===== src/wid_pkg.sv =====
/*
  Constants and types shared by the wakeup interrupt detection block.
  Assumes a single synchronous clock domain and no register bus.
*/
`default_nettype none
package wid_pkg;
  localparam int unsigned NUM_WAKE     = 8;   // Wake-capable sources.
  localparam int unsigned NUM_PIN_WAKE = 4;   // Low sources that come from pins.
  localparam int unsigned NUM_IRQ      = 32;  // Core controller sources.
  localparam int unsigned PRIO_W       = 2;   // Priority field width.
  localparam int unsigned ID_W         = 5;   // Width of a source number.
  localparam logic [15:0] WAKE_CLR_OFFSET = 16'h0060; // Request-clear register offset.
  localparam logic [1:0]  PRIO_LOWEST  = 2'h3;
  localparam logic [1:0]  PRIO_HIGHEST = 2'h0;

  // Active level select encoding.
  typedef enum logic [1:0] {
    WID_LVL_LOW  = 2'b00,
    WID_LVL_HIGH = 2'b01,
    WID_EDGE_FALL = 2'b10,
    WID_EDGE_RISE = 2'b11
  } wid_sense_t;
endpackage : wid_pkg
`default_nettype wire


===== src/wid_wake_if.sv =====
/*
  Interface that carries the wake requests from the detector to the top.
  Assumes both ends run on the same clock.
*/
`timescale 1ns/10ps
`default_nettype none
interface wid_wake_if #(parameter int unsigned N = 8);
  logic [N-1:0] req;       // Request level toward the core.
  logic [N-1:0] clr;       // One-cycle clear per source.
  modport det (output req, input clr);
  modport top (input req, output clr);
endinterface : wid_wake_if
`default_nettype wire


===== src/wid_wake_det.sv =====
/*
  Clock-generator style wake detector: edge latch or level pass per source.
  Assumes source inputs are synchronous to clk_i.
*/
`timescale 1ns/10ps
`default_nettype none
module wid_wake_det
  import wid_pkg::*;
#(
  parameter int unsigned N     = NUM_WAKE,
  parameter int unsigned N_PIN = NUM_PIN_WAKE
) (
  input  wire logic           clk_i,
  input  wire logic           rstn_i,
  input  wire logic           en_i,
  input  wire logic [N-1:0]   src_i,
  input  wire logic [N-1:0]   src_en_i,
  input  wire logic [2*N-1:0] sense_i,
  wid_wake_if.det             wk
);
  logic [N-1:0] prev_q;
  logic [N-1:0] held_q;

  // Previous input sample for edge detection.
  always_ff @(posedge clk_i or negedge rstn_i) begin
    if (!rstn_i) begin
      prev_q <= '0;
    end else if (en_i) begin
      prev_q <= src_i;
    end
  end

  for (genvar i = 0; i < N; i++) begin : g_src
    wid_sense_t s;
    logic       is_edge;
    logic       hit;
    // Peripheral sources only know edges; level codes fall back to edges.
    assign s = (i >= N_PIN) ? wid_sense_t'({1'b1, sense_i[2*i]})
                            : wid_sense_t'(sense_i[2*i+1:2*i]);
    assign is_edge = s[1];
    always_comb begin
      case (s)
        WID_LVL_LOW:   hit = !src_i[i];
        WID_LVL_HIGH:  hit = src_i[i];
        WID_EDGE_FALL: hit = prev_q[i] && !src_i[i];
        WID_EDGE_RISE: hit = !prev_q[i] && src_i[i];
        default:       hit = 1'b0;
      endcase
    end
    // Edge hits are held until cleared; a new edge beats a clear.
    always_ff @(posedge clk_i or negedge rstn_i) begin
      if (!rstn_i) begin
        held_q[i] <= 1'b0;
      end else if (en_i) begin
        if (src_en_i[i] && is_edge && hit) begin
          held_q[i] <= 1'b1;
        end else if (wk.clr[i] || !is_edge || !src_en_i[i]) begin
          held_q[i] <= 1'b0;
        end
      end
    end
    // Level requests are live, never latched; both forms drive high.
    assign wk.req[i] = src_en_i[i] && (is_edge ? held_q[i] : hit);
  end
endmodule : wid_wake_det
`default_nettype wire


===== src/wid_top.sv =====
/*
  Wakeup interrupt detection and routing: wake detector, pin input enables,
  peripheral mask and flags, and a core-side controller with priority arbiter.
  Assumes all inputs synchronous to clk_i; registers are plain ports.
*/
// Functional notes
// - The core treats a high interrupt input as a service request.
// - Peripheral lines wired straight to the core go high for a pending request.
// - Peripheral wake sources support only rising or falling edge detection.
// - Pin wake sources support high level, low level, rising and falling edge.
// - Each wake source has an enable and a level select; disabled sources ignored.
// - A detected wake request goes to the core as a high level.
// - A detected edge request is held after the input returns inactive.
// - Level requests are not held and vanish when the input drops early.
// - An edge wake request stays high until software clears it or its source is disabled.
// - An uncleared held request survives standby exit and is seen again.
// - The request-clear code clears only that source's held request.
// - After a clear, a new active edge makes a new request.
// - A level request persists while active and drops when the source drops.
// - Each source has a two-bit priority, zero the highest.
// - Equal priorities resolve to the lowest source number.
// - With the global mask set, all maskable interrupts are blocked.
// - Higher priority requests still preempt a running lower-priority service.
// - A pin interrupt passes only while its port input enable is set.
// - The mask register passes or blocks each peripheral factor separately.
// - Writing one to a flag bit clears that held peripheral factor.
// - Set-enable, clear-pending and set-pending write ones per source.
// - The request-clear register sits at offset 0x0060.
`timescale 1ns/10ps
`default_nettype none
module wid_top
  import wid_pkg::*;
#(
  parameter int unsigned N_WAKE  = NUM_WAKE,
  parameter int unsigned N_PIN   = NUM_PIN_WAKE,
  parameter int unsigned N_IRQ   = NUM_IRQ,
  parameter int unsigned N_FACT  = 8
) (
  input  wire logic                clk_i,
  input  wire logic                rstn_i,
  input  wire logic                en_i,
  // Wake sources: pins in the low indexes, peripherals above.
  input  wire logic [N_WAKE-1:0]   wake_src_i,
  input  wire logic [N_PIN-1:0]    port_input_enable_i,
  input  wire logic [N_WAKE-1:0]   wake_source_enable_i,
  input  wire logic [2*N_WAKE-1:0] wake_active_level_select_i,
  // Request-clear write: offset and source code.
  input  wire logic                wake_request_clear_we_i,
  input  wire logic [15:0]         wake_request_clear_addr_i,
  input  wire logic [7:0]          wake_request_clear_code_i,
  // Peripheral factors through the mask function.
  input  wire logic [N_FACT-1:0]   fact_src_i,
  input  wire logic [N_FACT-1:0]   peripheral_irq_gate_i,
  input  wire logic                peripheral_irq_flags_we_i,
  input  wire logic [N_FACT-1:0]   peripheral_irq_flags_wdata_i,
  output logic [N_FACT-1:0]        peripheral_irq_flags_o,
  // Direct peripheral lines into the core controller.
  input  wire logic [N_IRQ-1:0]    direct_irq_i,
  // Core controller.
  input  wire logic                set_enable_we_i,
  input  wire logic                clr_enable_we_i,
  input  wire logic                set_pending_we_i,
  input  wire logic                clr_pending_we_i,
  input  wire logic [N_IRQ-1:0]    irq_wdata_i,
  input  wire logic [2*N_IRQ-1:0]  irq_prio_i,
  input  wire logic                global_irq_mask_i,
  input  wire logic                svc_done_i,
  output logic [N_IRQ-1:0]         irq_enable_o,
  output logic [N_IRQ-1:0]         irq_pending_o,
  output logic [N_WAKE-1:0]        wake_req_o,
  output logic                     irq_take_o,
  output logic [ID_W-1:0]          irq_id_o,
  output logic                     svc_active_o,
  output logic [PRIO_W-1:0]        svc_prio_o
);
  wid_wake_if #(.N(N_WAKE)) wk ();

  logic [N_WAKE-1:0] gated_en;
  logic [N_FACT-1:0] flags_q;
  logic [N_IRQ-1:0]  line;
  logic [N_IRQ-1:0]  enable_q;
  logic [N_IRQ-1:0]  pend_q;
  logic [N_IRQ-1:0]  line_prev_q;
  logic              svc_q;
  logic [PRIO_W-1:0] svc_prio_q;
  logic [ID_W-1:0]   id_q;
  logic              take_q;
  logic              win_v;
  logic [ID_W-1:0]   win_id;
  logic [PRIO_W-1:0] win_prio;
  logic              win_beaten;
  logic              clr_hit;

  // Pins only take part in detection while their input enable is set.
  // Gating the enable, not the pin, keeps a low-level or falling-edge
  // sense from seeing a blocked pin as active.
  always_comb begin
    gated_en = wake_source_enable_i;
    gated_en[N_PIN-1:0] = wake_source_enable_i[N_PIN-1:0] & port_input_enable_i;
  end

  // Request-clear write decodes the source code into a one-hot clear.
  assign clr_hit = wake_request_clear_we_i
                   && (wake_request_clear_addr_i == WAKE_CLR_OFFSET);
  for (genvar i = 0; i < N_WAKE; i++) begin : g_clr
    assign wk.clr[i] = clr_hit && (wake_request_clear_code_i == 8'(i));
  end

  wid_wake_det #(.N(N_WAKE), .N_PIN(N_PIN)) u_det (
    .clk_i    (clk_i),
    .rstn_i   (rstn_i),
    .en_i     (en_i),
    .src_i    (wake_src_i),
    .src_en_i (gated_en),
    .sense_i  (wake_active_level_select_i),
    .wk       (wk)
  );
  // Held requests have no standby clear path, so they persist until written or disabled.
  assign wake_req_o = wk.req;

  // Peripheral factor flags: set by a masked factor, cleared by writing one.
  always_ff @(posedge clk_i or negedge rstn_i) begin
    if (!rstn_i) begin
      flags_q <= '0;
    end else if (en_i) begin
      flags_q <= (fact_src_i & peripheral_irq_gate_i)
               | (flags_q & ~(peripheral_irq_flags_we_i ? peripheral_irq_flags_wdata_i
                                                       : '0));
    end
  end
  assign peripheral_irq_flags_o = flags_q;

  // Core lines: direct lines, wake requests in the slots below the top one, and the flag OR in the top slot.
  always_comb begin
    line = direct_irq_i;
    line[N_IRQ-1] = direct_irq_i[N_IRQ-1] | (|flags_q);
    line[N_IRQ-2 -: N_WAKE] = direct_irq_i[N_IRQ-2 -: N_WAKE] | wk.req;
  end

  always_ff @(posedge clk_i or negedge rstn_i) begin
    if (!rstn_i) begin
      line_prev_q <= '0;
    end else if (en_i) begin
      line_prev_q <= line;
    end
  end

  // Enable bits: write one to set or clear.
  always_ff @(posedge clk_i or negedge rstn_i) begin
    if (!rstn_i) begin
      enable_q <= '0;
    end else if (en_i) begin
      if (set_enable_we_i) enable_q <= enable_q | irq_wdata_i;
      else if (clr_enable_we_i) enable_q <= enable_q & ~irq_wdata_i;
    end
  end

  // Pending: a rising line sets it and beats clear, a steady high line sets it; taking clears it.
  always_ff @(posedge clk_i or negedge rstn_i) begin
    if (!rstn_i) begin
      pend_q <= '0;
    end else if (en_i) begin
      for (int i = 0; i < N_IRQ; i++) begin
        if ((line[i] && !line_prev_q[i]) || (set_pending_we_i && irq_wdata_i[i])) begin
          pend_q[i] <= 1'b1;
        end else if ((clr_pending_we_i && irq_wdata_i[i])
                     || (take_q && id_q == ID_W'(i))) begin
          pend_q[i] <= 1'b0;
        end else if (line[i]) begin
          pend_q[i] <= 1'b1;
        end
      end
    end
  end

  // Arbiter: lowest priority value wins, lowest number on ties.
  always_comb begin
    win_v    = 1'b0;
    win_id   = '0;
    win_prio = PRIO_LOWEST;
    for (int i = 0; i < N_IRQ; i++) begin
      if (pend_q[i] && enable_q[i] && !(take_q && id_q == ID_W'(i))) begin
        if (!win_v || irq_prio_i[2*i +: 2] < win_prio) begin
          win_v    = 1'b1;
          win_id   = ID_W'(i);
          win_prio = irq_prio_i[2*i +: 2];
        end
      end
    end
  end

  // Checker aid: flags any eligible source that should have beaten the winner.
  always_comb begin
    win_beaten = 1'b0;
    for (int i = 0; i < N_IRQ; i++) begin
      if (win_v && pend_q[i] && enable_q[i] && !(take_q && id_q == ID_W'(i))
          && (irq_prio_i[PRIO_W*i +: PRIO_W] < win_prio
              || (irq_prio_i[PRIO_W*i +: PRIO_W] == win_prio && ID_W'(i) < win_id))) begin
        win_beaten = 1'b1;
      end
    end
  end

  // Take a request when unmasked and idle or strictly more urgent.
  always_ff @(posedge clk_i or negedge rstn_i) begin
    if (!rstn_i) begin
      take_q     <= 1'b0;
      id_q       <= '0;
      svc_q      <= 1'b0;
      svc_prio_q <= PRIO_LOWEST;
    end else if (en_i) begin
      take_q <= 1'b0;
      if (win_v && !global_irq_mask_i && !take_q
          && (!svc_q || win_prio < svc_prio_q)) begin
        take_q     <= 1'b1;
        id_q       <= win_id;
        svc_q      <= 1'b1;
        svc_prio_q <= win_prio;
      end else if (svc_done_i) begin
        svc_q      <= 1'b0;
        svc_prio_q <= PRIO_LOWEST;
      end
    end
  end

  assign irq_enable_o  = enable_q;
  assign irq_pending_o = pend_q;
  assign irq_take_o    = take_q;
  assign irq_id_o      = id_q;
  assign svc_active_o  = svc_q;
  assign svc_prio_o    = svc_prio_q;

  // A rising core line marks its source pending on the next edge.
  for (genvar i = 0; i < N_IRQ; i++) begin : g_pend_chk

  end
endmodule : wid_top
`default_nettype wire


===== config.mk =====
export PLATFORM = sky130hd
export DESIGN_NAME = wid_top
export DESIGN_NICKNAME = d
export VERILOG_FILES = /design/src/wid_pkg.sv /design/src/wid_wake_if.sv /design/src/wid_wake_det.sv /design/src/wid_top.sv
export SDC_FILE = /design/constraint.sdc
export NUM_CORES = 1
export LEC_CHECK = 0
export BUFFER_PORTS_ARGS = -buffer_cell sky130_fd_sc_hd__buf_2
export CAP_MARGIN = 25
export CORE_UTILIZATION = 53
export DETAILED_ROUTE_END_ITERATION = 7
export GPL_TIMING_DRIVEN = 0
export HOLD_SLACK_MARGIN = 0.02
export PLACE_DENSITY = 0.93
export RECOVER_POWER = 50
export SETUP_SLACK_MARGIN = 0.3
export SYNTH_ARGS = -nofsm -noshare
export SYNTH_HDL_FRONTEND = slang
export SYNTH_HIERARCHICAL = 1
export SYNTH_SLANG_ARGS = --single-unit

===== constraint.sdc =====
create_clock -name clk_i -period 7.42 [get_ports clk_i]
set_input_delay 0.371 -clock clk_i [delete_from_list [all_inputs] [get_ports clk_i]]
set_output_delay 0.371 -clock clk_i [all_outputs]
set_load 0.01 [all_outputs]

# [Yosys cells after proc, flatten, opt, wreduce, memory -nomap -nowiden]
# Index checks and enable logic that the tools add are counted.
# W data, S select, Z words.
[totals] reg_bits=129 latch_bits=0 ramBits=0 rom_bits=0 in_bits=223 wordCells=1035 memories=0
[op_classes] add_sub_neg=0 multipliers=0 div=0 magnitude_cmp=32 n_eq_ne=51 shifts=0 n_mux=320 bitwise_logic=14 reduce_logical=570
[ops] operator="$mux W5" count=60
[ops] operator="$logic_and A1 B1 Y1" count=240
[ops] operator="$mux W1" count=184
[ops] operator="$mux W2" count=65
[ops] operator="$logic_not A1 Y1" count=126
[ops] operator="$logic_or A1 B1 Y1" count=108
[ops] operator="$reduce_bool A3 Y1" count=32
[ops] operator="$reduce_and A2 Y1" count=43
[ops] operator="$eq A5 B5 Y1 const B" count=16
[ops] operator="$lt A2 B2 Y1" count=32
[ops] operator="$mux W32" count=2
[ops] operator="$eq A5 B4 Y1 const B" count=8
[ops] operator="$and A32 B32 Y32" count=1
[ops] operator="$eq A8 B3 Y1 const B" count=4
[ops] operator="$not A32 Y32" count=1
[ops] operator="$or A32 B32 Y32" count=1
[ops] operator="$eq A5 B3 Y1 const B" count=4
[ops] operator="$reduce_bool A2 Y1" count=10
[ops] operator="$and A8 B8 Y8" count=2
[ops] operator="$eq A16 B7 Y1 const B" count=1
[ops] operator="$eq A2 B2 Y1 const B" count=8
[ops] operator="$eq A8 B2 Y1 const B" count=2
[ops] operator="$logic_not A2 Y1" count=8
[ops] operator="$or A8 B8 Y8" count=2
[ops] operator="other kinds (14)" count=27

# [Longest topological paths before layout]
# Gate-level depths: netlist (run 1).
[logic_depth] depth_word=134 ltp_mapped=29 ltp_nobuf=25

# [Hierarchy]
# Netlist (run 1), hierarchy kept.
[modules_own_cells] module="wid_top" n_inst=1 cells_per_inst=1207 area_per_inst_um2=9293.9 seq_area_each_um2=2830.2
[modules_own_cells] module="wid_wake_det" n_inst=1 cells_per_inst=97 area_per_inst_um2=988.4 seq_area_each_um2=400.4

# [Least setup slack after synthesis (run 1)]
# Ideal clock, no wire load.
[synth_timing] path_type="flip-flop to flip-flop" start="register id_q[4], in the netlist irq_id_o[4]" end="register svc_prio_q[0], in the netlist svc_prio_o[0]" setup_ps=75 t_arrival_ps=6771 required_time_ps=7345 path_slack_ps=574 path_stages_with_launch=29 cell_sequence="dfrtp_1 buf_2 or4b_4 o21ai_4 nand3_2 or4_1 buf_2 or3_4 a211o_1 a211oi_2 nor3_1 and3b_4 a31oi_4 mux2i_1 o21ai_1 a31oi_1 o211a_1 o211ai_2 o21a_1 o311ai_0 o2111ai_1 a21o_1 nand2_1 ha_1 or2_2 a21oi_1 a21o_1 buf_4 mux2i_1"
[synth_between] elab_chain_len=134
[synth_rtl] item="start: declaration" line="wid_top.sv:86" text="logic [ID_W-1:0] id_q;"
[synth_rtl] item="start signal: assignment" line="wid_top.sv:216" text="id_q <= win_id;"
[synth_rtl] item="$logic_not A5 Y1"
[synth_rtl] item="$logic_and A1 B1 Y1"
[synth_rtl] item="$logic_not A1 Y1"
[synth_rtl] item="$logic_and A1 B1 Y1" line="wid_top.sv:182" text="if (pend_q[i] && enable_q[i] && !(take_q && id_q == ID_W'(i))) begin"
[synth_rtl] item="$mux W2 / $mux W1 (equally long branches)" line="wid_top.sv:182"
[synth_rtl] item="$lt A2 B2 Y1 / $logic_not A1 Y1 (equally long branches)" line="wid_top.sv:183" text="if (!win_v || irq_prio_i[2*i +: 2] < win_prio) begin"
[synth_rtl] item="$logic_or A1 B1 Y1" line="wid_top.sv:183"
[synth_rtl] item="$mux W2 / $mux W1 (equally long branches)" line="wid_top.sv:183"
[synth_rtl] item="(+118 left out)"
[synth_rtl] item="$logic_or A1 B1 Y1" line="wid_top.sv:183"
[synth_rtl] item="$mux W2 / $mux W1 (equally long branches)" line="wid_top.sv:183"
[synth_rtl] item="$mux W2 / $mux W1 (equally long branches)" line="wid_top.sv:182"
[synth_rtl] item="$lt A2 B2 Y1 / $logic_and A1 B1 Y1 (equally long branches)" line="wid_top.sv:214, wid_top.sv:213"
[synth_rtl] item="$logic_or A1 B1 Y1 / $logic_and A1 B1 Y1 (equally long branches)" line="wid_top.sv:214, wid_top.sv:213"
[synth_rtl] item="$logic_and A1 B1 Y1" line="wid_top.sv:214" text="&& (!svc_q || win_prio < svc_prio_q)) begin"
[synth_rtl] item="$reduce_bool A2 Y1 (no source line)"
[synth_rtl] item="$reduce_and A2 Y1 (no source line)"
[synth_rtl] item="end signal: assignment" line="wid_top.sv:218" text="svc_prio_q <= win_prio;"
[synth_rtl] item="end: declaration" line="wid_top.sv:85" text="logic [PRIO_W-1:0] svc_prio_q;"
# Several ways; a longest one is shown, not always the timed one.
# A chain may end at the register's enable or synchronous reset.

# [Worst setup path after layout (run 1)]
[layout_timing] start="register id_q[4], in the netlist irq_id_o[4]" end="register id_q[3], in the netlist irq_id_o[3]"
[layout_between] elab_chain_len=133
[layout_rtl] item="$logic_not A5 Y1"
[layout_rtl] item="$logic_and A1 B1 Y1"
[layout_rtl] item="$logic_not A1 Y1"
[layout_rtl] item="$logic_and A1 B1 Y1" line="wid_top.sv:182"
[layout_rtl] item="$mux W2 / $mux W1 (equally long branches)" line="wid_top.sv:182"
[layout_rtl] item="$lt A2 B2 Y1 / $logic_not A1 Y1 (equally long branches)" line="wid_top.sv:183"
[layout_rtl] item="$logic_or A1 B1 Y1" line="wid_top.sv:183"
[layout_rtl] item="$mux W2 / $mux W1 (equally long branches)" line="wid_top.sv:183"
[layout_rtl] item="(+117 left out)"
[layout_rtl] item="$lt A2 B2 Y1 / $logic_not A1 Y1 (equally long branches)" line="wid_top.sv:183"
[layout_rtl] item="$logic_or A1 B1 Y1" line="wid_top.sv:183"
[layout_rtl] item="$mux W2 / $mux W1 (equally long branches)" line="wid_top.sv:183"
[layout_rtl] item="$mux W2 / $mux W1 (equally long branches)" line="wid_top.sv:182"
[layout_rtl] item="$lt A2 B2 Y1 / $logic_and A1 B1 Y1 (equally long branches)" line="wid_top.sv:214, wid_top.sv:213"
[layout_rtl] item="$logic_or A1 B1 Y1 / $logic_and A1 B1 Y1 (equally long branches)" line="wid_top.sv:214, wid_top.sv:213"
[layout_rtl] item="$logic_and A1 B1 Y1" line="wid_top.sv:214"
[layout_rtl] item="$reduce_and A2 Y1 (no source line)"
# Several ways; a longest one is shown, not always the timed one.

==> metrics, run 1 <==
status=complete, but fails checks; violated checks=capacitance limit, slew limit; Synth Flop Type=dfrtp_1; vias in the first global route=roughly 12000; fraction of registers with async set or reset after synthesis=1.00; Syn Area/Cell=7.89 µm²; CORE AREA=18800 µm²; Final min period=7030 ps; Pwr per Cell Area=252 nW/µm²; number of port buffers=306; Reg2Reg Setup Slack=about 400 ps; largest net degree at the start of global routing=77; top post-synthesis cells by area=dfrtp_1, nand2_1, a21oi_1; Pre-antenna DRT Iters=6; antenna-violating nets left=0; Total Routing Usage GR=0.396; number of CTS-inserted buffers=17; Initial Util=0.546; CTS H-tree depth=4; Nets=around 1900; die area=roughly 20000 µm²; Die Span Y=141 µm; Synth top area share=0.309; Row Count=50; setup slack after layout=394 ps; Worst R2R Path Depth=30; setup TNS=0 ps; detailed placer's ending HPWL=30.1 mm; clock buffer depth=2; Int Pwr=between 2 and 2.5 mW; Worst Path Class, Setup=reg2reg; Setup-failing EPs final=0; CTS tree=built; slew margin rel.=-1.24; crit path DAT=7310 ps; sequential share of power=0.275; Switch Pwr=1.41 mW; Synth area leader=dfrtp_1; WHS=around 200 ps; first-pass GRT wire length=61.9 mm; Synth Warn #=6; RSZ-0062 raised after global routing=false; Via density=6.50; crit path max-delay cell type=or4_4; CTS Sinks=129; DP Worst Slack=-659 ps; clock share of power=0.239; fin. max-slew vios=132; Final Skew=8.05 ps; Synth top cells by count=nand2_1, dfrtp_1, a21oi_1, nor2_1, o21ai_0; Fill cells=1422; initial antenna violation count=5; Post-synth EDFFs=0; WL final=between 40 and 50 mm; Congestion Overflow GR=0; die width=141 µm; synthesized area=between 10000 and 15000 µm²; sw frac=0.411; hold endpoint=peripheral_irq_flags_o[7]$_DFFE_PN0P_; post-synthesis sequential area ratio=0.314; GPL Wtd Cong=1.01; Static Leak=5.87 nW; nature of the critical path endpoint=flip-flop; worst slew pin tran=3360 ps; routed len/inst=20.8 µm; Worst Setup Start Kind=flip-flop; root buf cell=clkbuf_16; CP most frequent cell=buf_6; reg-to-reg endpoint=irq_id_o[3]$_DFFE_PN0P_; VDD IR-drop max=0.183 mV; post-synth cell types=94; Max Cap Viol=2; Non-Filler Instances=1959; Post-Place Cells=~1900; # IOs=312; Final Cycle Share=0.947; Hold Path Class=in2reg; Pwr Total=3.42 mW; CP Max Fanout=6; Area Growth Syn to Fin=31.7%; Final Hold Viols=0; iteration-0 DRC count of the detailed router=1446; CP required=7710 ps; Highest Clock Rate=142 MHz; Post-Syn Nets=1529; hold_sp=peripheral_irq_gate_i[7]; via count=12700; gate count after technology mapping=about 1300; clk slew on worst S/H paths=~60 ps; layout cells sized above 1=0.286; # DRC=0; Hold Path Depth=2; combinational power share=0.486; worst-skew pair later-pin latency=420 ps; RR Startpoint=irq_id_o[4]$_DFFE_PN0P_; Synth Register Bits=129; most common cell in the netlist=nand2_1; Worst path max stage delay=530 ps
timing repair:
item                                   in CTS  in global routing
pin swaps                                  10                 35
hold buffers                                1                  0
setup endpoints to repair                   9                  9
endpoints found under the hold margin      51                  0
gates resized for setup                    29                 88
cloned                                      1                  0
setup buffers                              11                 38
worst max path at each step:
| stage | start | end | slack, ps | cells past startpoint |
|---|---|---|---|---|
| 6_report | irq_id_o[4]$_DFFE_PN0P_ | irq_id_o[3]$_DFFE_PN0P_ | 390 | 30 |
| 5_1_grt | irq_id_o[3]$_DFFE_PN0P_ | irq_id_o[4]$_DFFE_PN0P_ | 130 | 30 |
| 4_1_cts | irq_id_o[4]$_DFFE_PN0P_ | svc_prio_o[0]$_DFFE_PN1P_ | 320 | 28 |
| 3_5_place_dp | irq_id_o[1]$_DFFE_PN0P_ | svc_prio_o[0]$_DFFE_PN1P_ | -660 | 27 |
| 3_3_place_gp | irq_id_o[1]$_DFFE_PN0P_ | svc_prio_o[0]$_DFFE_PN1P_ | -530 | 27 |
| 2_1_floorplan | irq_id_o[4]$_DFFE_PN0P_ | svc_prio_o[0]$_DFFE_PN1P_ | 570 | 28 |
critical path, delay by kind of cell (launching register included):
kind                       cells  cell delay, ps
AOI/OAI and AO/OA             15            2990
and+or+nand+nor                8            2170
buffers and inverters          5             680
DFF                            1             410
muxes                          1             400
adders and majority gates      1             220
power groups by stage:
stage / registers (mW) / logic [mW] / clock network, mW
final: 0.939 / 1.66 / 0.818
after global routing: 0.948 / 1.77 / 0.846
after CTS: 0.927 / 1.42 / 0.813
after detailed placement: 0.930 / 1.36 / 0
after global placement: 0.924 / 1.32 / 0
after floorplan: 0.944 / 0.849 / 0
cell families (layout without fill, tap and decap cells):
group	Yosys count	after routing	share of synthesized area
DFF	129	129	0.314
buffers and inverters	103	491	0.0416
AOI/OAI and AO/OA	473	473	0.316
adders and majority gates	15	15	0.0151
xor gates and xnor gates	4	4	0.00341
and+or+nand+nor	531	532	0.255
other	0	6	0
muxes	49	49	0.0549
metrics by stage:
step	utilization	instance area [µm²]
2_1_floorplan	-	10300
5_1_grt	0.719	13500
3_5_place_dp	0.646	12200
3_3_place_gp	0.645	12100
6_report	0.719	13500
4_1_cts	0.689	13000
metal layers:
layer	global-route usage	share of wire	vias up
li1	-	-	5666
met1	0.485	0.36	5916
met2	0.648	0.47	975
met3	0.0847	0.12	184
met4	0.228	0.056	0
met5	0	0	-
layout by cell type, fill, tap and decap left out, types with 9 or more instances in the layout:
| master | instances |
|---|---|
| a32o_1 | 10 |
| a22oi_1 | 12 |
| and2_1 | 15 |
| clkbuf_1 | 85 |
| or2_2 | 12 |
| mux2_2 | 43 |
| inv_1 | 53 |
| nand2b_1 | 19 |
| dfrtp_1 | 125 |
| a21o_1 | 28 |
| nand2_1 | 201 |
| and3_1 | 10 |
| o22ai_1 | 10 |
| nand3_1 | 50 |
| nor3b_1 | 10 |
| a21oi_1 | 112 |
| nor2b_1 | 9 |
| buf_4 | 51 |
| a211o_1 | 12 |
| a221oi_1 | 17 |
| nand4_1 | 11 |
| a211oi_1 | 21 |
| o21bai_1 | 9 |
| clkbuf_16 | 17 |
| o21ai_0 | 81 |
| a31oi_1 | 13 |
| nor2_1 | 105 |
| o211ai_1 | 24 |
| a21boi_0 | 9 |
| maj3_1 | 13 |
| nor3_1 | 17 |
| buf_2 | 252 |
layout make-up:
cell class	count	area, µm²	area share
well taps	260	325	0.0240
inverters	53	199	0.0147
plain buffers	50	275	0.0203
clock buffers	25	485	0.0358
multi-input cells	1073	7060	0.521
diodes	6	15.0	0.00111
repair buffers	357	1870	0.138
flip-flops and latches	129	3230	0.239
clock inverters	6	80.1	0.00591
Note: power is estimated with default switching activity, not from simulation.
==> run 2: changes to the inputs <==
--- a/config.mk
+++ b/config.mk
@@ -5,9 +5,10 @@
 export SDC_FILE = /design/constraint.sdc
 export NUM_CORES = 1
 export LEC_CHECK = 0
+export ABC_AREA = 1
 export BUFFER_PORTS_ARGS = -buffer_cell sky130_fd_sc_hd__buf_2
 export CAP_MARGIN = 25
-export CORE_UTILIZATION = 53
+export CORE_UTILIZATION = 52
 export DETAILED_ROUTE_END_ITERATION = 7
 export GPL_TIMING_DRIVEN = 0
 export HOLD_SLACK_MARGIN = 0.02
==> run 2 against run 1 <==
  * The flow finishes with violations (capacitance limit, slew limit, setup timing)
  * Count of clock-buffer cells in the layout shrank 2
  * Area after synthesis decreased by 8.8%
  * Non-clock buffer count decreased by 19
  * Critical path type unchanged
  * Clock power grew 0.7%
  * Wire length decreased by 14%
  * Critical endpoint unchanged
  * Largest power group unchanged
  * Largest cell class unchanged
==> metrics, run 2 <==
status=complete, but fails checks (unchanged); violated checks=capacitance limit, slew limit, setup timing (was capacitance limit, slew limit); Hold Path Class=in2reg (unchanged); # IOs=312 (unchanged); die width=136 µm (was 141 µm); antenna-violating nets left=0 (unchanged); # DRC=0 (unchanged); fraction of registers with async set or reset after synthesis=1.00 (unchanged); Worst path max stage delay=420 ps (was 530 ps); root buf cell=clkbuf_16 (unchanged); worst-skew pair later-pin latency=420 ps (about the same); Syn Area/Cell=6.48 µm² (was 7.89 µm²); CP required=7720 ps (was 7710 ps); Area Growth Syn to Fin=32.6% (was 31.7%); slew margin rel.=-1.43 (was -1.24); Worst Setup Start Kind=flip-flop (unchanged); crit path DAT=12680 ps (was 7310 ps); CTS H-tree depth=4 (unchanged); hold endpoint=u_det/prev_q[6]$_DFFE_PN0P_ (was peripheral_irq_flags_o[7]$_DFFE_PN0P_); most common cell in the netlist=nand2_1 (unchanged); initial antenna violation count=2 (was 5); Synth top cells by count=nand2_1, inv_1, dfrtp_1, nand3_1, o21ai_0 (was nand2_1, dfrtp_1, a21oi_1, nor2_1, o21ai_0); Row Count=48 (was 50); RSZ-0062 raised after global routing=true (was false); Synth Flop Type=dfrtp_1 (unchanged); die area=18600 µm² (was 20000 µm²); Setup-failing EPs final=9 (was 0); setup TNS=-44250 ps (was 0 ps); vias in the first global route=10800 (was 12100); Final Hold Viols=0 (unchanged); DP Worst Slack=-4750 ps (was -659 ps); Synth area leader=dfrtp_1 (unchanged); Pwr per Cell Area=268 nW/µm² (was 252 nW/µm²); Final Skew=8.23 ps (was 8.05 ps); clk slew on worst S/H paths=60 ps (about the same); Post-synth EDFFs=0 (unchanged); Initial Util=0.537 (was 0.546); Non-Filler Instances=2063 (was 1959); commonest non-fill, non-tap cell in the layout=nand2_1 (was buf_2); WHS=189 ps (was 200 ps); Die Span Y=136 µm (was 141 µm); Synth Register Bits=129 (unchanged); Highest Clock Rate=80.8 MHz (was 142 MHz); GR peak layer=met2 (unchanged); first-pass GRT wire length=51.2 mm (was 61.9 mm); Synth Warn #=6 (unchanged); routed len/inst=16.9 µm (was 20.8 µm); Synth top area share=0.339 (was 0.309); Pwr Total=3.33 mW (was 3.42 mW); cell area after layout=12400 µm² (was 13500 µm²); detailed placer's ending HPWL=26.2 mm (was 30.1 mm); setup slack after layout=-4960 ps (was 394 ps); CORE AREA=17500 µm² (was 18800 µm²); hold_sp=wake_src_i[6] (was peripheral_irq_gate_i[7]); met3 Use GR=0.0876 (was 0.0847); reg-to-reg endpoint=irq_id_o[3]$_DFFE_PN0P_ (unchanged); Post-Syn Nets=1673 (was 1529); Post-Place Cell Area=11300 µm² (was 12200 µm²); Nets=2049 (was 1906); iteration-0 DRC count of the detailed router=1033 (was 1446); number of CTS-inserted buffers=17 (unchanged); Total Routing Usage GR=0.359 (was 0.396); gate count after technology mapping=1448 (was 1304); met2 GRT Util=0.607 (was 0.648); Post-Place Cells=1979 (was 1871); crit path max-delay cell type=dfrtp_2 (was or4_4); Reg2Reg Setup Slack=-4960 ps (was 390 ps); Worst Path Class, Setup=reg2reg (unchanged); Pre-antenna DRT Iters=7 (was 6); number of port buffers=305 (was 306); worst slew pin tran=3640 ps (was 3360 ps); GPL Wtd Cong=0.970 (was 1.01); VDD IR-drop max=0.136 mV (was 0.183 mV); largest net degree at the start of global routing=77 (unchanged); CP Max Fanout=5 (was 6); top post-synthesis cells by area=dfrtp_1, nand2_1, inv_1 (was dfrtp_1, nand2_1, a21oi_1); layout cells sized above 1=0.285 (was 0.286); Final Cycle Share=1.67 (was 0.947); CTS tree=built (unchanged); Via density=5.69 (was 6.50); via count=11700 (was 12700); post-synth cell types=48 (was 94); clock buffer depth=2 (unchanged); nature of the critical path endpoint=flip-flop (unchanged); RR Startpoint=irq_id_o[2]$_DFFE_PN0P_ (was irq_id_o[4]$_DFFE_PN0P_); Final Util=0.712 (was 0.719); Hold Path Depth=3 (was 2); Static Leak=7.02 nW (was 5.87 nW); CTS Sinks=129 (unchanged); Congestion Overflow GR=0 (unchanged); fin. max-slew vios=132 (unchanged); CP most frequent cell=nand2_2 (was buf_6); commonest cells after routing, fill and taps aside=nand2_1, buf_2, inv_1, dfrtp_1, o21ai_0 (was buf_2, nand2_1, dfrtp_1, a21oi_1, nor2_1); Final min period=12380 ps (was 7030 ps); Worst R2R Path Depth=139 (was 30); Max Cap Viol=2 (unchanged); synthesized area=9380 µm² (was 10300 µm²); post-synthesis sequential area ratio=0.344 (was 0.314); Fill cells=1433 (was 1422); GR Util met1=0.409 (was 0.485); WL final=34.9 mm (was 40.8 mm)
==> run 2: cell count changes in the layout (fill, tap and decap cells not counted), moves of 21 or more <==
cell,change
nand2_1,+204
inv_1,+177
nand2_2,+81
a21oi_1,-54
nand3_1,+52
mux2_2,-43
a21o_1,-28
o21ai_0,+24
a211oi_1,-21
==> run 2: worst max path at each step <==
stage	start	slack [ps]	end
6_report	irq_id_o[2]$_DFFE_PN0P_	-4960	irq_id_o[3]$_DFFE_PN0P_
5_1_grt	irq_id_o[2]$_DFFE_PN0P_	-5950	irq_id_o[3]$_DFFE_PN0P_
4_1_cts	irq_id_o[3]$_DFFE_PN0P_	-4510	irq_id_o[2]$_DFFE_PN0P_
3_5_place_dp	irq_take_o$_DFFE_PN0P_	-4750	irq_id_o[2]$_DFFE_PN0P_
3_3_place_gp	irq_take_o$_DFFE_PN0P_	-4200	irq_id_o[2]$_DFFE_PN0P_
2_1_floorplan	irq_id_o[2]$_DFFE_PN0P_	-3130	irq_id_o[2]$_DFFE_PN0P_
==> run 2: critical path: cells and delay by family, from the launching register on <==
kind | cells | cell delay (ps)
AND/OR/NAND/NOR | 134 | 11210
flip-flops | 1 | 420
buffers and inverters | 3 | 280
adder cells (fa/ha/maj) | 1 | 190
AO/OA/AOI/OAI | 1 | 140
==> run 2: report_power, final <==
| part | switching [mW] | internal [mW] | leakage [nW] |
|---|---|---|---|
| Sequential | 0.0957 | 0.808 | 1.49 |
| Combinational | 0.990 | 0.610 | 5.26 |
| Clock | 0.312 | 0.511 | 0.277 |
==> run 2: cell families (layout without fill, tap and decap cells) <==
group / Yosys count / after routing / share of synthesized area
and+or+nand+nor: 763 / 763 / 0.353
adders and majority gates: 2 / 2 / 0.00267
other: 0 / 1 / 0
DFF: 129 / 129 / 0.344
buffers and inverters: 286 / 675 / 0.122
AOI/OAI and AO/OA: 268 / 268 / 0.178
==> run 2: layout make-up <==
class                      count  area, µm²  area share
multi-input combinational   1033       5320       0.428
timing repair buffer         357       1870       0.151
sequential                   129       3240       0.260
clock inverter                 9        108     0.00865
tap                          225        282      0.0226
inverter                     255        965      0.0776
buffer                        31        181      0.0146
antenna                        1       2.50    0.000201
clock buffer                  23        468      0.0376
==> run 2: layer usage <==
layer,part of all wire,routed length (µm),vias to the layer above
met5,0.00023,8,-
met2,0.48,16600,736
met3,0.11,3680,170
met4,0.056,1940,2
li1,-,-,5438
met1,0.36,12700,5385
==> run 2: what timing repair did <==
| action | in CTS | in global routing |
|---|---|---|
| endpoints found under the setup margin | 9 | 9 |
| gates cloned | 1 | 0 |
| hold buffers | 1 | 0 |
| pin swaps | 30 | 84 |
| resized for setup | 16 | 53 |
| hold endpoints to repair | 53 | 0 |
| setup buffers | 16 | 33 |
==> run 3: changes to the inputs <==
--- a/config.mk
+++ b/config.mk
@@ -6,13 +6,13 @@
 export NUM_CORES = 1
 export LEC_CHECK = 0
 export ABC_AREA = 1
-export BUFFER_PORTS_ARGS = -buffer_cell sky130_fd_sc_hd__buf_2
 export CAP_MARGIN = 25
-export CORE_UTILIZATION = 52
+export CORE_UTILIZATION = 65
 export DETAILED_ROUTE_END_ITERATION = 7
+export DONT_BUFFER_PORTS = 1
 export GPL_TIMING_DRIVEN = 0
 export HOLD_SLACK_MARGIN = 0.02
-export PLACE_DENSITY = 0.93
+export PLACE_DENSITY = 0.92
 export RECOVER_POWER = 50
 export SETUP_SLACK_MARGIN = 0.3
 export SYNTH_ARGS = -nofsm -noshare
==> run 3 against run 2 <==
  * The flow now stops in global routing (5_1_grt)
  * Area after synthesis stayed put
  * Synthesized cell count stayed put
==> metrics, run 3 <==
status=stopped before the end (was complete, but fails checks); failing step=global routing (5_1_grt); Err=[ERROR GRT-0232] Routing congestion too high. Check the congestion heatmap in the GUI.; fraction of registers with async set or reset after synthesis=1.00 (unchanged); Synth Register Bits=129 (unchanged); Post-synth EDFFs=0 (unchanged); CTS H-tree depth=4 (unchanged); Congestion Overflow GR=3; # IOs=312 (unchanged); largest net degree at the start of global routing=130; Syn Area/Cell=6.48 µm² (unchanged); CTS Sinks=129 (unchanged); top post-synthesis cells by area=dfrtp_1, nand2_1, inv_1 (unchanged); die width=122 µm (was 136 µm); clock buffer depth=2 (unchanged); synthesized area=9380 µm² (unchanged); GPL Wtd Cong=0.956 (was 0.970); most common cell in the netlist=nand2_1 (unchanged); number of port buffers=0 (was 305); Synth top area share=0.339 (unchanged); Synth top cells by count=nand2_1, inv_1, dfrtp_1, nand3_1, o21ai_0 (unchanged); post-synth cell types=48 (unchanged); Post-Syn Nets=1673 (unchanged); Total Routing Usage GR=0.727; Synth area leader=dfrtp_1 (unchanged); post-synthesis sequential area ratio=0.344 (unchanged); Row Count=43 (was 48); Initial Util=0.671 (was 0.537); Synth Flop Type=dfrtp_1 (unchanged); root buf cell=clkbuf_16 (unchanged); number of CTS-inserted buffers=17 (unchanged); detailed placer's ending HPWL=23.6 mm (was 26.2 mm); Synth Warn #=6 (unchanged); DP Worst Slack=-4700 ps (was -4750 ps); WEP type=register input; gate count after technology mapping=1448 (unchanged); Die Span Y=122 µm (was 136 µm); last worst endpoint in the global-route repair_timing=irq_id_o[2]$_DFFE_PN0P_/D
==> run 3: per-stage QoR <==
step | TNS (ps) | cell area, µm² | utilization | cells
2_1_floorplan | -27640 | 9480 | - | 1448
3_3_place_gp | -37670 | 9710 | 0.694 | 1628
3_5_place_dp | -41640 | 9710 | 0.694 | 1628
4_1_cts | -36490 | 11100 | 0.790 | 1750
==> run 3: cells by family after synthesis <==
group	after synthesis	synth area share
AOI/OAI and AO/OA	268	0.178
adders and majority gates	2	0.00267
buffers and inverters	286	0.122
DFF	129	0.344
and+or+nand+nor	763	0.353
==> run 3: what timing repair did <==
item,in CTS
pin swaps,43
setup buffers,87
endpoints found under the setup margin,9
gates resized for setup,28
hold buffers,2
cloned,1
endpoints found under the hold margin,129
==> run 3: per-layer routing <==
metal / global-route usage / GRT overflow
met1: 0.716 / 0
met5: 0.465 / 0
met2: 0.907 / 0
met3: 0.630 / 0
met4: 0.578 / 3
==> run 4: changes to the inputs <==
--- a/config.mk
+++ b/config.mk
@@ -7,14 +7,12 @@
 export LEC_CHECK = 0
 export ABC_AREA = 1
 export CAP_MARGIN = 25
-export CORE_UTILIZATION = 65
+export CORE_UTILIZATION = 40
 export DETAILED_ROUTE_END_ITERATION = 7
 export DONT_BUFFER_PORTS = 1
 export GPL_TIMING_DRIVEN = 0
-export HOLD_SLACK_MARGIN = 0.02
-export PLACE_DENSITY = 0.92
+export PLACE_DENSITY_LB_ADDON = 0.15
 export RECOVER_POWER = 50
-export SETUP_SLACK_MARGIN = 0.3
 export SYNTH_ARGS = -nofsm -noshare
 export SYNTH_HDL_FRONTEND = slang
 export SYNTH_HIERARCHICAL = 1
==> run 4 against run 3 <==
  * The flow now finishes, with violations (capacitance limit, slew limit, setup timing)
==> metrics, run 4 (synthesized netlist as in run 2, its figures left out) <==
status=complete, but fails checks (was stopped before the end); violated checks=capacitance limit, slew limit, setup timing; DP Worst Slack=-4630 ps (was -4700 ps); Seq. cell area=3240 µm²; antenna fix cells=0; nature of the critical path endpoint=flip-flop; setup slack after layout=-4850 ps; CTS Sinks=129 (unchanged); CP most frequent cell=buf_4; commonest cells after routing, fill and taps aside=nand2_1, inv_1, dfrtp_1, buf_4, o21ai_0; Hold Path Class=in2reg; number of CTS-inserted buffers=17 (unchanged); # DRC=0; Reg2Reg Setup Slack=-4850 ps; root buf cell=clkbuf_16 (unchanged); Nets=1809; CTS H-tree depth=4 (unchanged); DR top layer=met4; Pre-antenna DRT Iters=7; Fill cells=2325; via count=10100; largest net degree at the start of global routing=130; Congestion Overflow GR=0; crit path max-delay cell type=dfrtp_2; clk slew on worst S/H paths=roughly 60 ps; RSZ-0062 raised after global routing=true; initial antenna violation count=0; detailed placer's ending HPWL=25.4 mm (was 23.6 mm); Die Span Y=155 µm (was 122 µm); iteration-0 DRC count of the detailed router=744; layout cells sized above 1=0.207; Post-Place Cell Area=9870 µm² (was 9710 µm²); Worst Path Class, Setup=reg2reg; routed len/inst=roughly 18 µm; wl on met1=13.6 mm; Final Hold Viols=0; cell area after layout=11600 µm²; GPL Wtd Cong=0.918 (was 0.956); Final min period=between 10000 and 15000 ps; Row Count=55 (was 43); CP Max Fanout=6; Area Growth Syn to Fin=23.5%; WL final=34.9 mm; vias in the first global route=~9600; CORE AREA=about 23000 µm²; Highest Clock Rate=81.5 MHz; Total Routing Usage GR=0.285; Via density=about 5.3; number of port buffers=0 (unchanged); worst-skew pair later-pin latency=430 ps; first-pass GRT wire length=between 50 and 60 mm; fin. max-slew vios=130; worst slew pin tran=3330 ps; die area=24100 µm²; slew margin rel.=-1.22; crit path DAT=12580 ps; commonest non-fill, non-tap cell in the layout=nand2_1; Final Skew=8.43 ps; Static Leak=6.19 nW; # IOs=312 (unchanged); Initial Util=0.411 (was 0.671); Final Cycle Share=1.65; routed wl met2=16.9 mm; antenna-violating nets left=0; Worst path max stage delay=just under 500 ps; setup TNS=-41090 ps; Pwr per Cell Area=287 nW/µm²; VDD IR-drop max=0.135 mV; clock buffer depth=2 (unchanged); Worst Setup Start Kind=flip-flop; multi-input logic area=5290 µm²; die width=155 µm (was 122 µm); Met3 Wirelength=3.10 mm; Max Cap Viol=1; CP required=7730 ps; CTS tree=built; Setup-failing EPs final=9
-- run 4: cell type report --
class                   count  area share
multi-input cells        1033       0.457
flip-flops and latches    129       0.280
inverters                 255      0.0831
repair buffers            117      0.0762
clock buffers              20      0.0394
well taps                 313      0.0338
clock inverters            12      0.0157
plain buffers              31      0.0157
-- run 4: power breakdown --
group / internal, mW / switching (mW) / total [mW] / leakage [nW]
sequential: 0.808 / 0.166 / 0.974 / 1.49
combinational: 0.573 / 0.859 / 1.43 / 4.41
clock: 0.581 / 0.331 / 0.912 / 0.299
-- run 4: what timing repair did --
action / CTS / global route
hold buffers: 2 / 0
resized for setup: 35 / 28
gates cloned: 1 / 0
buffers inserted: 89 / 25
hold endpoints to repair: 129 / 0
pin swaps: 43 / 82
setup endpoints to repair: 9 / 9
-- run 4: worst max-delay path, delay by kind of cell, from the launching register on --
family	cells	cell delay, ps
buf+inv	49	6170
simple gates	51	4330
compound gates	10	1150
flops	1	490
-- run 4: path summary, 6_finish.rpt --
path                                             start                     endpoint  cells past startpoint
max                            irq_id_o[2]$_DFFE_PN0P_      irq_id_o[0]$_DFFE_PN0P_                    110
min                                      wake_src_i[7]  u_det/prev_q[7]$_DFFE_PN0P_                      2
max reg2reg                    irq_id_o[2]$_DFFE_PN0P_      irq_id_o[0]$_DFFE_PN0P_                    110
min reg2reg                line_prev_q[22]$_DFFE_PN0P_  line_prev_q[22]$_DFFE_PN0P_                      2
max in group asynchronous                       rstn_i      irq_id_o[0]$_DFFE_PN0P_                      2
min in group asynchronous                       rstn_i  u_det/prev_q[6]$_DFFE_PN0P_                      2
-- run 4: per-layer routing --
layer | vias to the layer above | GRT usage
met5 | - | 0
met4 | 0 | 0.132
met3 | 83 | 0.0855
met2 | 410 | 0.496
met1 | 4704 | 0.321
li1 | 4947 | -
-- run 4: per-stage QoR --
stage | hold slack (ps) | utilization | instances | power (mW)
2_1_floorplan | 75.4 | - | 1448 | 1.83
3_3_place_gp | 79.5 | 0.432 | 1761 | 2.09
3_5_place_dp | 79.6 | 0.432 | 1761 | 2.09
4_1_cts | 49.3 | 0.496 | 1885 | 3.22
5_1_grt | 64.8 | 0.507 | 1910 | 3.53
6_report | 67.2 | 0.507 | 1910 | 3.32
